**src/verilog/nvss_defines.vh**
```
// Constants of the status and write-protection block of the serial nvSRAM
// Behaviour
// - Eight-bit status: 7 pin enable, 6 serial lock, 3/2 block protect, 1 latch, 0 busy.
// - Busy bit follows store or recall activity; no instruction changes it.
// - Status write changes only bits 2, 3, 6 and 7.
// - Bits 5 and 4 always read zero and store nothing.
// - Shipped state holds zero in all bits but busy.
// - Serial number writes allowed while serial lock is zero, refused once set.
// - Serial lock is write-once; a status write never clears it.
// - Read status opcode up to 40 MHz shifts out current status byte.
// - Fast read status sends one dummy byte before the status byte.
// - Status write takes one data byte, loaded only if latch was set.
// - Written status is volatile until a store copies it to nonvolatile cells.
// - Write-class instructions need the latch set; otherwise refused.
// - Refused write instruction is ignored until chip select rises again.
// - Set-latch opcode sets the latch; power-up clears it.
// - Latch clears when any write-class or nonvolatile special instruction completes.
// - Clear-latch opcode clears the latch at the closing chip select rise.
// - Block protect 00 none, 01 C000-FFFF, 10 8000-FFFF, 11 all.
// - Write-protect pin matters only while pin enable is one.
// - Pin low with pin enable one refuses every status write.
// - Opcodes 05 read status, 09 fast read status, 01 write status.
// - Opcodes 06 set latch, 04 clear latch.
// - MSB first; every instruction starts at chip select falling edge.
`ifndef NVSS_DEFINES_VH
`define NVSS_DEFINES_VH

`define NVSS_BIT_BUSY 0
`define NVSS_BIT_WEL 1
`define NVSS_BIT_BP_LO 2
`define NVSS_BIT_BP_HI 3
`define NVSS_BIT_SLOCK 6
`define NVSS_BIT_PPEN 7
`define NVSS_WR_MASK 8'hCC
`define NVSS_NV_RESET 8'h00

`define NVSS_OP_RD_STATUS 8'h05
`define NVSS_OP_FAST_RD_STATUS 8'h09
`define NVSS_OP_WR_STATUS 8'h01
`define NVSS_OP_SET_WEL 8'h06
`define NVSS_OP_CLR_WEL 8'h04
`define NVSS_OP_WRITE 8'h02
`define NVSS_OP_STORE 8'h3C
`define NVSS_OP_RECALL 8'h60
`define NVSS_OP_AS_ON 8'h59
`define NVSS_OP_AS_OFF 8'h19
`define NVSS_OP_WR_SERIAL 8'hC2

`define NVSS_PROT_QTR_BASE 16'hC000
`define NVSS_PROT_HALF_BASE 16'h8000

`endif

```
**src/verilog/nvss_status_protect.v**
```verilog
// Status byte, write-enable latch and block-protect decode of an SPI nvSRAM
`include "nvss_defines.vh"

module nvss_status_protect (
    // Clock and reset
    input wire sys_clk,
    input wire rst,
    // SPI pins
    input wire spi_sck,
    input wire spi_cs_n,
    input wire spi_si,
    output reg spi_so,
    output reg spi_so_oe,
    // Write-protect pin
    input wire wp_n,
    // Nonvolatile engine
    input wire nv_busy,
    input wire nv_recall_done,
    input wire [7:0] nv_status_in,
    output reg [7:0] nv_status_out,
    // Command hand-off to the rest of the device
    output reg wel_cmd_ok,
    output reg [7:0] cmd_opcode,
    output reg cmd_valid,
    output reg serial_write_ok,
    // Array write gate
    input wire [15:0] array_addr,
    output reg array_addr_protected,
    // Status view
    output reg [7:0] status_byte
);

    ////////////////////////////////////////////////////////////////////////
    // Pin synchronisers
    wire sck_s;
    wire cs_n_s;
    wire si_s;
    wire wp_n_s;

    nvss_sync #(.RST_VAL(1'b0)) u_sck (.sys_clk(sys_clk), .rst(rst), .d_in(spi_sck),
        .q_out(sck_s));
    nvss_sync #(.RST_VAL(1'b1)) u_cs (.sys_clk(sys_clk), .rst(rst), .d_in(spi_cs_n),
        .q_out(cs_n_s));
    nvss_sync #(.RST_VAL(1'b0)) u_si (.sys_clk(sys_clk), .rst(rst), .d_in(spi_si),
        .q_out(si_s));
    nvss_sync #(.RST_VAL(1'b1)) u_wp (.sys_clk(sys_clk), .rst(rst), .d_in(wp_n),
        .q_out(wp_n_s));

    reg sck_d_r;
    reg cs_n_d_r;
    wire sck_rise = sck_s & ~sck_d_r;
    wire sck_fall = ~sck_s & sck_d_r;
    wire cs_fall = ~cs_n_s & cs_n_d_r;
    wire cs_rise = cs_n_s & ~cs_n_d_r;
    wire sel = ~cs_n_s;

    ////////////////////////////////////////////////////////////////////////
    // Frame state
    localparam ST_IDLE = 5'b00001;
    localparam ST_OPC = 5'b00010;
    localparam ST_DUMMY = 5'b00100;
    localparam ST_DATA = 5'b01000;
    localparam ST_IGNORE = 5'b10000;

    reg [4:0] state_r;
    reg [4:0] state_nxt;
    reg [2:0] bit_cnt_r;
    reg [7:0] shift_r;
    reg [7:0] opcode_r;
    reg [7:0] out_r;
    reg out_phase_r;
    reg wel_r;
    reg [7:0] nv_bits_r;
    reg wr_commit_r;
    reg wel_clear_r;
    reg [7:0] wr_data_r;
    reg wp_lock_r;

    wire [7:0] byte_in = {shift_r[6:0], si_s};
    wire byte_done = sck_rise & (bit_cnt_r == 3'd7);
    // Unused bits 5:4 are never stored, so they always read as zero
    wire [7:0] stat_now = {nv_bits_r[7:6], 2'b00, nv_bits_r[3:2], wel_r, nv_busy};

    wire is_wr_class = (byte_in == `NVSS_OP_WR_STATUS) | (byte_in == `NVSS_OP_WRITE) |
        (byte_in == `NVSS_OP_WR_SERIAL) | (byte_in == `NVSS_OP_STORE) |
        (byte_in == `NVSS_OP_RECALL) | (byte_in == `NVSS_OP_AS_ON) |
        (byte_in == `NVSS_OP_AS_OFF);
    wire is_rd_status = (byte_in == `NVSS_OP_RD_STATUS) |
        (byte_in == `NVSS_OP_FAST_RD_STATUS);

    always @* begin
        state_nxt = state_r;
        case (state_r)
            ST_IDLE: begin
                if (cs_fall) begin
                    state_nxt = ST_OPC;
                end
            end
            ST_OPC: begin
                if (byte_done) begin
                    if (is_wr_class & ~wel_r) begin
                        state_nxt = ST_IGNORE;
                    end else if (byte_in == `NVSS_OP_FAST_RD_STATUS) begin
                        state_nxt = ST_DUMMY;
                    end else if (is_rd_status | (byte_in == `NVSS_OP_WR_STATUS)) begin
                        state_nxt = ST_DATA;
                    end else begin
                        state_nxt = ST_IGNORE;
                    end
                end
            end
            ST_DUMMY: begin
                if (byte_done) begin
                    state_nxt = ST_DATA;
                end
            end
            ST_DATA: begin
                // Status reads repeat the byte; a write ignores bytes after the first
                state_nxt = ST_DATA;
            end
            ST_IGNORE: begin
                state_nxt = ST_IGNORE;
            end
            default: begin
                state_nxt = ST_IDLE;
            end
        endcase
        if (cs_rise | ~sel) begin
            state_nxt = ST_IDLE;
        end
    end

    ////////////////////////////////////////////////////////////////////////
    // Shifting and status update
    always @(posedge sys_clk or posedge rst) begin
        if (rst) begin
            sck_d_r <= 1'b0;
            cs_n_d_r <= 1'b1;
            state_r <= ST_IDLE;
            bit_cnt_r <= 3'd0;
            shift_r <= 8'h00;
            opcode_r <= 8'h00;
            out_r <= 8'h00;
            out_phase_r <= 1'b0;
            wel_r <= 1'b0;
            nv_bits_r <= `NVSS_NV_RESET;
            wr_commit_r <= 1'b0;
            wel_clear_r <= 1'b0;
            wr_data_r <= 8'h00;
            wp_lock_r <= 1'b0;
            spi_so <= 1'b0;
            spi_so_oe <= 1'b0;
            cmd_opcode <= 8'h00;
            cmd_valid <= 1'b0;
        end else begin
            sck_d_r <= sck_s;
            cs_n_d_r <= cs_n_s;
            state_r <= state_nxt;
            cmd_valid <= 1'b0;
            if (cs_fall) begin
                bit_cnt_r <= 3'd0;
                wr_commit_r <= 1'b0;
                wel_clear_r <= 1'b0;
                out_phase_r <= 1'b0;
                // Pin sampled at frame start; a later fall leaves the frame alone
                wp_lock_r <= nv_bits_r[`NVSS_BIT_PPEN] & ~wp_n_s;
            end else if (sel & sck_rise) begin
                shift_r <= byte_in;
                bit_cnt_r <= bit_cnt_r + 3'd1;
            end
            if (state_r == ST_OPC && byte_done) begin
                opcode_r <= byte_in;
                out_r <= stat_now;
                if (!(is_wr_class & ~wel_r)) begin
                    cmd_opcode <= byte_in;
                    cmd_valid <= 1'b1;
                end
                if (byte_in == `NVSS_OP_SET_WEL) begin
                    wel_r <= 1'b1;
                end
                if ((byte_in == `NVSS_OP_CLR_WEL) | (is_wr_class & wel_r)) begin
                    wel_clear_r <= 1'b1;
                end
            end
            if (state_r == ST_DUMMY && byte_done) begin
                out_r <= stat_now;
            end
            if (state_r == ST_DATA && opcode_r == `NVSS_OP_WR_STATUS && byte_done &&
                !wr_commit_r) begin
                wr_data_r <= byte_in;
                wr_commit_r <= 1'b1;
            end
            // Output shifts on sck falls; the byte reloads after each eight bits
            if (state_r == ST_DATA && opcode_r != `NVSS_OP_WR_STATUS) begin
                if (sck_fall) begin
                    spi_so_oe <= 1'b1;
                    spi_so <= out_r[7];
                    out_r <= {out_r[6:0], 1'b0};
                    out_phase_r <= 1'b1;
                end
                if (byte_done & out_phase_r) begin
                    out_r <= stat_now;
                end
            end
            if (cs_rise) begin
                spi_so_oe <= 1'b0;
                if (wel_clear_r) begin
                    wel_r <= 1'b0;
                end
                if (wr_commit_r && !wp_lock_r) begin
                    // Lock bit is sticky: OR keeps a one once it is there
                    nv_bits_r <= (nv_bits_r & ~`NVSS_WR_MASK) |
                        (wr_data_r & `NVSS_WR_MASK) |
                        (nv_bits_r & (8'h01 << `NVSS_BIT_SLOCK));
                end
            end else if (nv_recall_done) begin
                // Recall reloads the saved copy; written values stay volatile till store
                nv_bits_r <= nv_status_in & `NVSS_WR_MASK;
            end
        end
    end

    ////////////////////////////////////////////////////////////////////////
    // Registered outputs
    reg [15:0] prot_base;
    reg prot_any;

    always @* begin
        prot_any = 1'b1;
        prot_base = 16'h0000;
        case ({nv_bits_r[`NVSS_BIT_BP_HI], nv_bits_r[`NVSS_BIT_BP_LO]})
            2'b00: begin
                prot_any = 1'b0;
            end
            2'b01: begin
                prot_base = `NVSS_PROT_QTR_BASE;
            end
            2'b10: begin
                prot_base = `NVSS_PROT_HALF_BASE;
            end
            default: begin
                prot_base = 16'h0000;
            end
        endcase
    end

    always @(posedge sys_clk or posedge rst) begin
        if (rst) begin
            status_byte <= 8'h00;
            nv_status_out <= 8'h00;
            wel_cmd_ok <= 1'b0;
            serial_write_ok <= 1'b0;
            array_addr_protected <= 1'b0;
        end else begin
            status_byte <= stat_now;
            nv_status_out <= nv_bits_r & `NVSS_WR_MASK;
            wel_cmd_ok <= wel_r;
            serial_write_ok <= wel_r & ~nv_bits_r[`NVSS_BIT_SLOCK];
            array_addr_protected <= prot_any & (array_addr >= prot_base);
        end
    end
endmodule // nvss_status_protect

```
**src/verilog/nvss_sync.v**
```verilog
// Two-flop synchroniser for pins entering the sys_clk domain
module nvss_sync (
    // Clock and reset
    input wire sys_clk,
    input wire rst,
    // Data
    input wire d_in,
    output reg q_out
);
    parameter RST_VAL = 1'b0;
    reg meta_r;

    always @(posedge sys_clk or posedge rst) begin
        if (rst) begin
            meta_r <= RST_VAL;
            q_out <= RST_VAL;
        end else begin
            meta_r <= d_in;
            q_out <= meta_r;
        end
    end
endmodule // nvss_sync
```
**config.mk**
```make
export PLATFORM = sky130hd
export DESIGN_NAME = nvss_status_protect
export DESIGN_NICKNAME = d
export VERILOG_FILES = /design/src/verilog/nvss_status_protect.v /design/src/verilog/nvss_sync.v
export VERILOG_INCLUDE_DIRS = /design/src /design/src/verilog
export SDC_FILE = /design/constraint.sdc
export NUM_CORES = 1
export LEC_CHECK = 0
export BUFFER_PORTS_ARGS = -buffer_cell sky130_fd_sc_hd__clkbuf_2
export CAP_MARGIN = 20
export CORE_ASPECT_RATIO = 1.4
export CORE_UTILIZATION = 60
export DETAILED_ROUTE_END_ITERATION = 16
export GPL_ROUTABILITY_DRIVEN = 0
export PLACE_DENSITY = 0.94
export SLEW_MARGIN = 20
export SYNTH_ARGS = -nofsm -noshare
export SYNTH_HDL_FRONTEND = slang
export SYNTH_SLANG_ARGS = --single-unit
```
**constraint.sdc**
```tcl
create_clock -name sys_clk -period 4.2 [get_ports sys_clk]
set_clock_uncertainty 0.05 [all_clocks]
set_input_delay 0.84 -clock sys_clk [delete_from_list [all_inputs] [get_ports sys_clk]]
set_output_delay 0.84 -clock sys_clk [all_outputs]
set_load 0.01 [all_outputs]
```
[Word level (Yosys, flattened, before mapping)]
Index checks and enable logic that the tools add are counted.
W data, S select, Z words.
Word-level totals
  bits of input ports: 32
  output and inout port bits: 30
  bits in registers: 86
  logic and storage cells: 149
Cells by class
  reduce and logical (&&, ||, !) cells: 21
  bitwise gates (word level): 33
  multiplexer cells: 37
  equal/unequal tests: 25
  $lt $le $gt $ge: 1
  add/subtract/negate cells: 1
Operators with widths (number)
  $mux W8: 8
  $mux W5: 7
  $pmux W16 S2: 1
  $pmux W5 S5: 1
  $eq A8 B3 Y1 const B: 3
  $mux W1: 18
  $eq A8 B1 Y1 const B: 2
  $eq A8 B7 Y1 const B: 2
  $ge A16 B16 Y1: 1
  $and A1 B1 Y1: 12
  $or A1 B1 Y1: 10
  $reduce_and A2 Y1: 5
  $reduce_bool A2 Y1: 5
  $ne A3 B3 Y1 const B: 3
  $not A1 Y1: 9
  $eq A8 B2 Y1 const B: 1
  $eq A8 B4 Y1 const B: 1
  $eq A8 B5 Y1 const B: 1
  $eq A8 B6 Y1 const B: 1
  $eq A8 B8 Y1 const B: 1
  $ne A8 B1 Y1 const B: 1
  $or A6 B8 Y8: 1
  $or A8 B7 Y8: 1
  $logic_and A1 B1 Y1: 7
  14 further kinds: 16

[Longest topological paths before layout]
  word-level depth: 12
  depth in mapped cells: 8
  gate-level depth less buffers: 7

[Modules after synthesis]
A second synthesis with hierarchy kept.
Unflattened totals
  cell total of the unflattened synthesis: 280
  area total of the unflattened synthesis: 3280.6 µm²
By module, submodules not included
  nvss_status_protect: area each 3060.4 µm², instances 1, sequential area each 1629.1 µm², cells each 268
  nvss_sync (u_cs ...): area each 56.3 µm², instances 2, sequential area each 52.6 µm², cells each 3
  nvss_sync (u_sck ...): area each 53.8 µm², instances 2, sequential area each 50.0 µm², cells each 3

[Least setup slack after synthesis]
No wires, ideal clock.
  path kind: register to register
  start point: reg bit_cnt_r[0]
  end point: reg cmd_opcode[4]
  path buffers: 2
  stages on the path, launching flop included: 9
  clock period less this slack: 1.985 ns
  path slack: 2.215 ns
  data required time: 4.017 ns
  library setup time: 0.133 ns
  arrival time: 1.801 ns
  cell sequence: dfrtp_1 > ha_1 > ha_1 > nand3b_1 > clkbuf_1 > clkbuf_1 > nor4_1 > a221oi_1 > nand3_1
Between the ends
  longest elaborated chain between the ends: 4
RTL lines
  from (decl): line nvss_status_protect.v:67  | reg [2:0] bit_cnt_r;
  from (signal assigned): line nvss_status_protect.v:169  | bit_cnt_r <= bit_cnt_r + 3'd1;
  $eq A3 B3 Y1: line nvss_status_protect.v:80  | wire byte_done = sck_rise & (bit_cnt_r == 3'd7);
  $and A1 B1 Y1: line nvss_status_protect.v:80
  $logic_and A1 B1 Y1: line nvss_status_protect.v:171  | if (state_r == ST_OPC && byte_done) begin
  $reduce_and A2 Y1 (no line)
  to (signal assigned): line nvss_status_protect.v:175  | cmd_opcode <= byte_in;
  to (decl): line nvss_status_protect.v:23  | output reg [7:0] cmd_opcode,
Every way passes these cells.
A chain may end at the register's enable or synchronous reset.

[Worst setup path in the final report]
  start point: reg bit_cnt_r[0]
  end point: reg cmd_opcode[7]
Same word-level chain as after synthesis.

==> flow_summary.yaml <==
critical_path:
  arrival_ns: 2.84
  crit_chain: "ha_1 -> ha_1 -> nand3b_1 -> nor3_2 -> nand2_1 -> o221ai_1"
  cp-end-kind: "flip-flop"
  worst-setup-path-type: "reg -> reg"
  r2r-end: "cmd_opcode[7]"
  crit_top_cell: "ha_1"
  startpoint_type: "flip-flop"
  rrSetupSlack_ns: 1.57
  rr_startpoint: "bit_cnt_r[0]"
  r2r_cells: 6
  max_stage_delay_ns: 0.79
  path_max_fanout: 20
  required_ns: 4.41
  slowest_stage: "nor3_2"
power:
  clkPwrFrac_pct: 32.4
  power.density_mw_per_mm2: 368
  power_uw: 1550
  seqPwrFrac_pct: 53.8
  internal_power_uw: 1070
  swShare_pct: 30.8
  p_switching_uw: 477
  peakVddDrop_v: 0.000333
  power_frac_comb_pct: 13.8
  leakage_uw: 0.00199
clock_network:
  clock-sinks: 73
  cts-resized-gates: 0
  htreeDepth: 3
  numCtsBuffers: 9
  path_clk_slew_ns: 0.08
  cts_tree: "built"
  clk-insertion-delay-late_ns: 0.36
  clockBufferDepth: 2
  cts_root_buffer: "clkbuf_8"
  post-cts-setup-buffer-count: 0
  cts-hold-fix-buffers: 0
logic_synthesis:
  synth_area_mm2: 0.00385
  synth_area_per_cell_um2: 10.6
  synth.top_cell.area_share_pct: 43.5
  syn_inst: 362
  synth_top_area_cell: "dfrtp_1"
  yosysSeqAreaShare_pct: 47.6
  async_flop_share_pct: 100
  synthFlopType: "dfrtp_1"
  yosys-top-cells-area: "dfrtp_1, dfstp_2, mux2_2, nand2_1, buf_4"
  synth-edff-count: 0
  synth.ff_latch_count: 73
  yosysUniqueCellTypes: 70
  yosys_warnings: 0
die:
  ios: 62
  dieArea_mm2: 0.00675
  die_x_um: 69.7
  initial_core_util_pct: 62.1
  fp.dieH_um: 96.8
  rows: 34
  core-area_mm2: 0.00621
routing:
  wl_per_cell_um: 17.3
  dr.first_iter.drc_count: 258
  num_vias: 2980
  via_per_inst: 6.31
  drc: 0
  finalWirelength_um: 8180
  ant_nets: 0
  drt_pass1_iterations: 7
layout:
  multi_input_area_mm2: 0.00177
  seq_area_mm2: 0.00183
  syn2layout_area_growth_pct: 8.89
  antennaDiodeCount: 0
  fillers: 436
  drive_gt1_share_pct: 27.8
  layout.nets: 433
timing:
  max_freq_mhz: 381
  slew_viol_final: 0
  grt_setup_unrepaired: "false"
  tns_ns: 0
  setup_violations: 0
  slew_headroom_pct: 43.3
  post-route-period-util_pct: 62.5
  worstMarginPinSlew_ns: 0.848
  fin_crit_ns: 2.63
  finalHoldViolations: 0
global_routing:
  grt_pass1_vias: 2891
  use_met3_pct: 5.00
  gr-usage-met2_pct: 40.5
  top_usage_layer: "met2"
  antenna_found_initial: 0
  grt_max_degree: 48
  met1_usage_pct: 30.2
  grt_pass1_wl_um: 13500
  grt_usage_pct: 25.4
  overflow: 0
hold_path:
  hp-start: "u_sck.meta_r"
  hp-class: "reg -> reg"
  min_delay_path_depth: 0
  whs_endpoint: "u_sck.q_out"
flow_run:
  maxCapViolations: 0
status:
  status: "finished clean"
placed_design:
  place_hpwl_um: 5580
  port_buffers: 51
-- state kept, by name (all words and copies together), names as in the netlist, 3 cells and up --
register and count:
bit_cnt_r 3, cmd_opcode 8, nv_bits_r 4, opcode_r 8, out_r 8, shift_r 7, state_r 5, status_byte 6
wr_data_r 4
-- power by group through the flow --
stage,logic (uW),clock network (uW),registers (uW)
3_5_place_dp,210,0,840
2_1_floorplan,211,0,780
6_report,214,500,831
3_3_place_gp,200,0,837
4_1_cts,213,509,827
5_1_grt,234,532,839
-- placed cells by master (no fill, tap or decap), types with 8 or more instances in the layout --
master / instances
a21oi_1: 8
a221oi_1: 9
clkbuf_2: 51
clkbuf_8: 10
dfrtp_1: 67
inv_1: 13
mux2_2: 14
nand2_1: 38
nand2b_1: 9
nand3_1: 13
nor2_1: 13
nor2b_1: 11
nor4_1: 11
o21ai_0: 11
-- layout make-up --
cell class | count | share of cell area (%)
sequential | 73 | 43.7
tap | 72 | 2.15
clock buffer | 10 | 3.28
clock inverter | 6 | 1.01
inverter | 14 | 1.28
timing repair buffer | 53 | 6.44
multi-input combinational | 244 | 42.1
-- synthesized netlist by cell type (2+ instances only) --
cell type  count
dfrtp_1       67
nand2_1       38
buf_4         14
clkbuf_1      14
inv_1         14
mux2_2        14
nand3_1       13
nor2_1        13
nor2b_1       11
nor4_1        11
o21ai_0       11
a221oi_1       9
nand2b_1       9
a21oi_1        8
dfstp_2        6
ha_1           6
nor3_1         5
a211oi_1       4
a22o_1         4
buf_2          4
buf_6          4
nand4_1        4
nor4b_1        4
o221ai_1       4
or4_1          4
a21o_1         3
and2b_1        3
mux2i_1        3
o221a_2        3
xnor2_1        3
a2111oi_4      2
and3b_1        2
and4b_1        2
nand3b_1       2
nand4b_1       2
nor4bb_1       2
o211ai_1       2
o31ai_1        2
o41ai_1        2
or2b_1         2
or3_4          2
or4b_4         2
-- through the flow --
| stage | worst slack (ns) | cell area [um2] | utilization, % | cells | hold slack, ns |
|---|---|---|---|---|---|
| CTS | 1.62 | 4190 | 67.5 | 472 | 0.304 |
| global placement | 1.78 | 4010 | 64.6 | 456 | 0.285 |
| floorplan | 1.47 | 3870 | - | 367 | 0.281 |
| global route | 1.33 | 4200 | 67.6 | 472 | 0.309 |
| finish | 1.57 | 4200 | 67.6 | 472 | 0.302 |
| detailed placement | 1.62 | 4010 | 64.6 | 456 | 0.286 |
-- logic make-up after synthesis --
group	Yosys count	synth area share, %
buffers and inverters	50	7.14
adders and majority gates	6	1.95
xor gates and xnor gates	4	0.909
muxes	17	4.87
AOI/OAI and AO/OA	69	14.9
and+or+nand+nor	142	22.6
other	1	0.0973
DFF	73	47.6
-- how the worst max path moves through the flow --
stage,start,endpoint,slack [ns],depth (start not counted)
2_1_floorplan,rst,array_addr_protected,1.47,1
3_3_place_gp,bit_cnt_r[0],cmd_opcode[7],1.78,6
3_5_place_dp,bit_cnt_r[0],cmd_opcode[7],1.62,6
4_1_cts,bit_cnt_r[0],cmd_opcode[7],1.62,6
5_1_grt,bit_cnt_r[0],cmd_opcode[7],1.33,6
6_report,bit_cnt_r[0],cmd_opcode[7],1.57,6
-- routing by layer --
layer	wire length (um)	vias up	part of all wire, %
met5	0	-	0
met4	402	0	4.9
met3	456	38	5.6
met2	4100	129	50
met1	3220	1438	39
li1	-	1375	-
-- worst max-delay path: cells and delay by family (launching register included) --
family,cells,cell delay [ns]
compound gates,1,0.22
fa+ha+maj,2,0.35
simple gates,3,1.53
flops,1,0.37
Note: power is estimated with default switching activity, not from simulation.
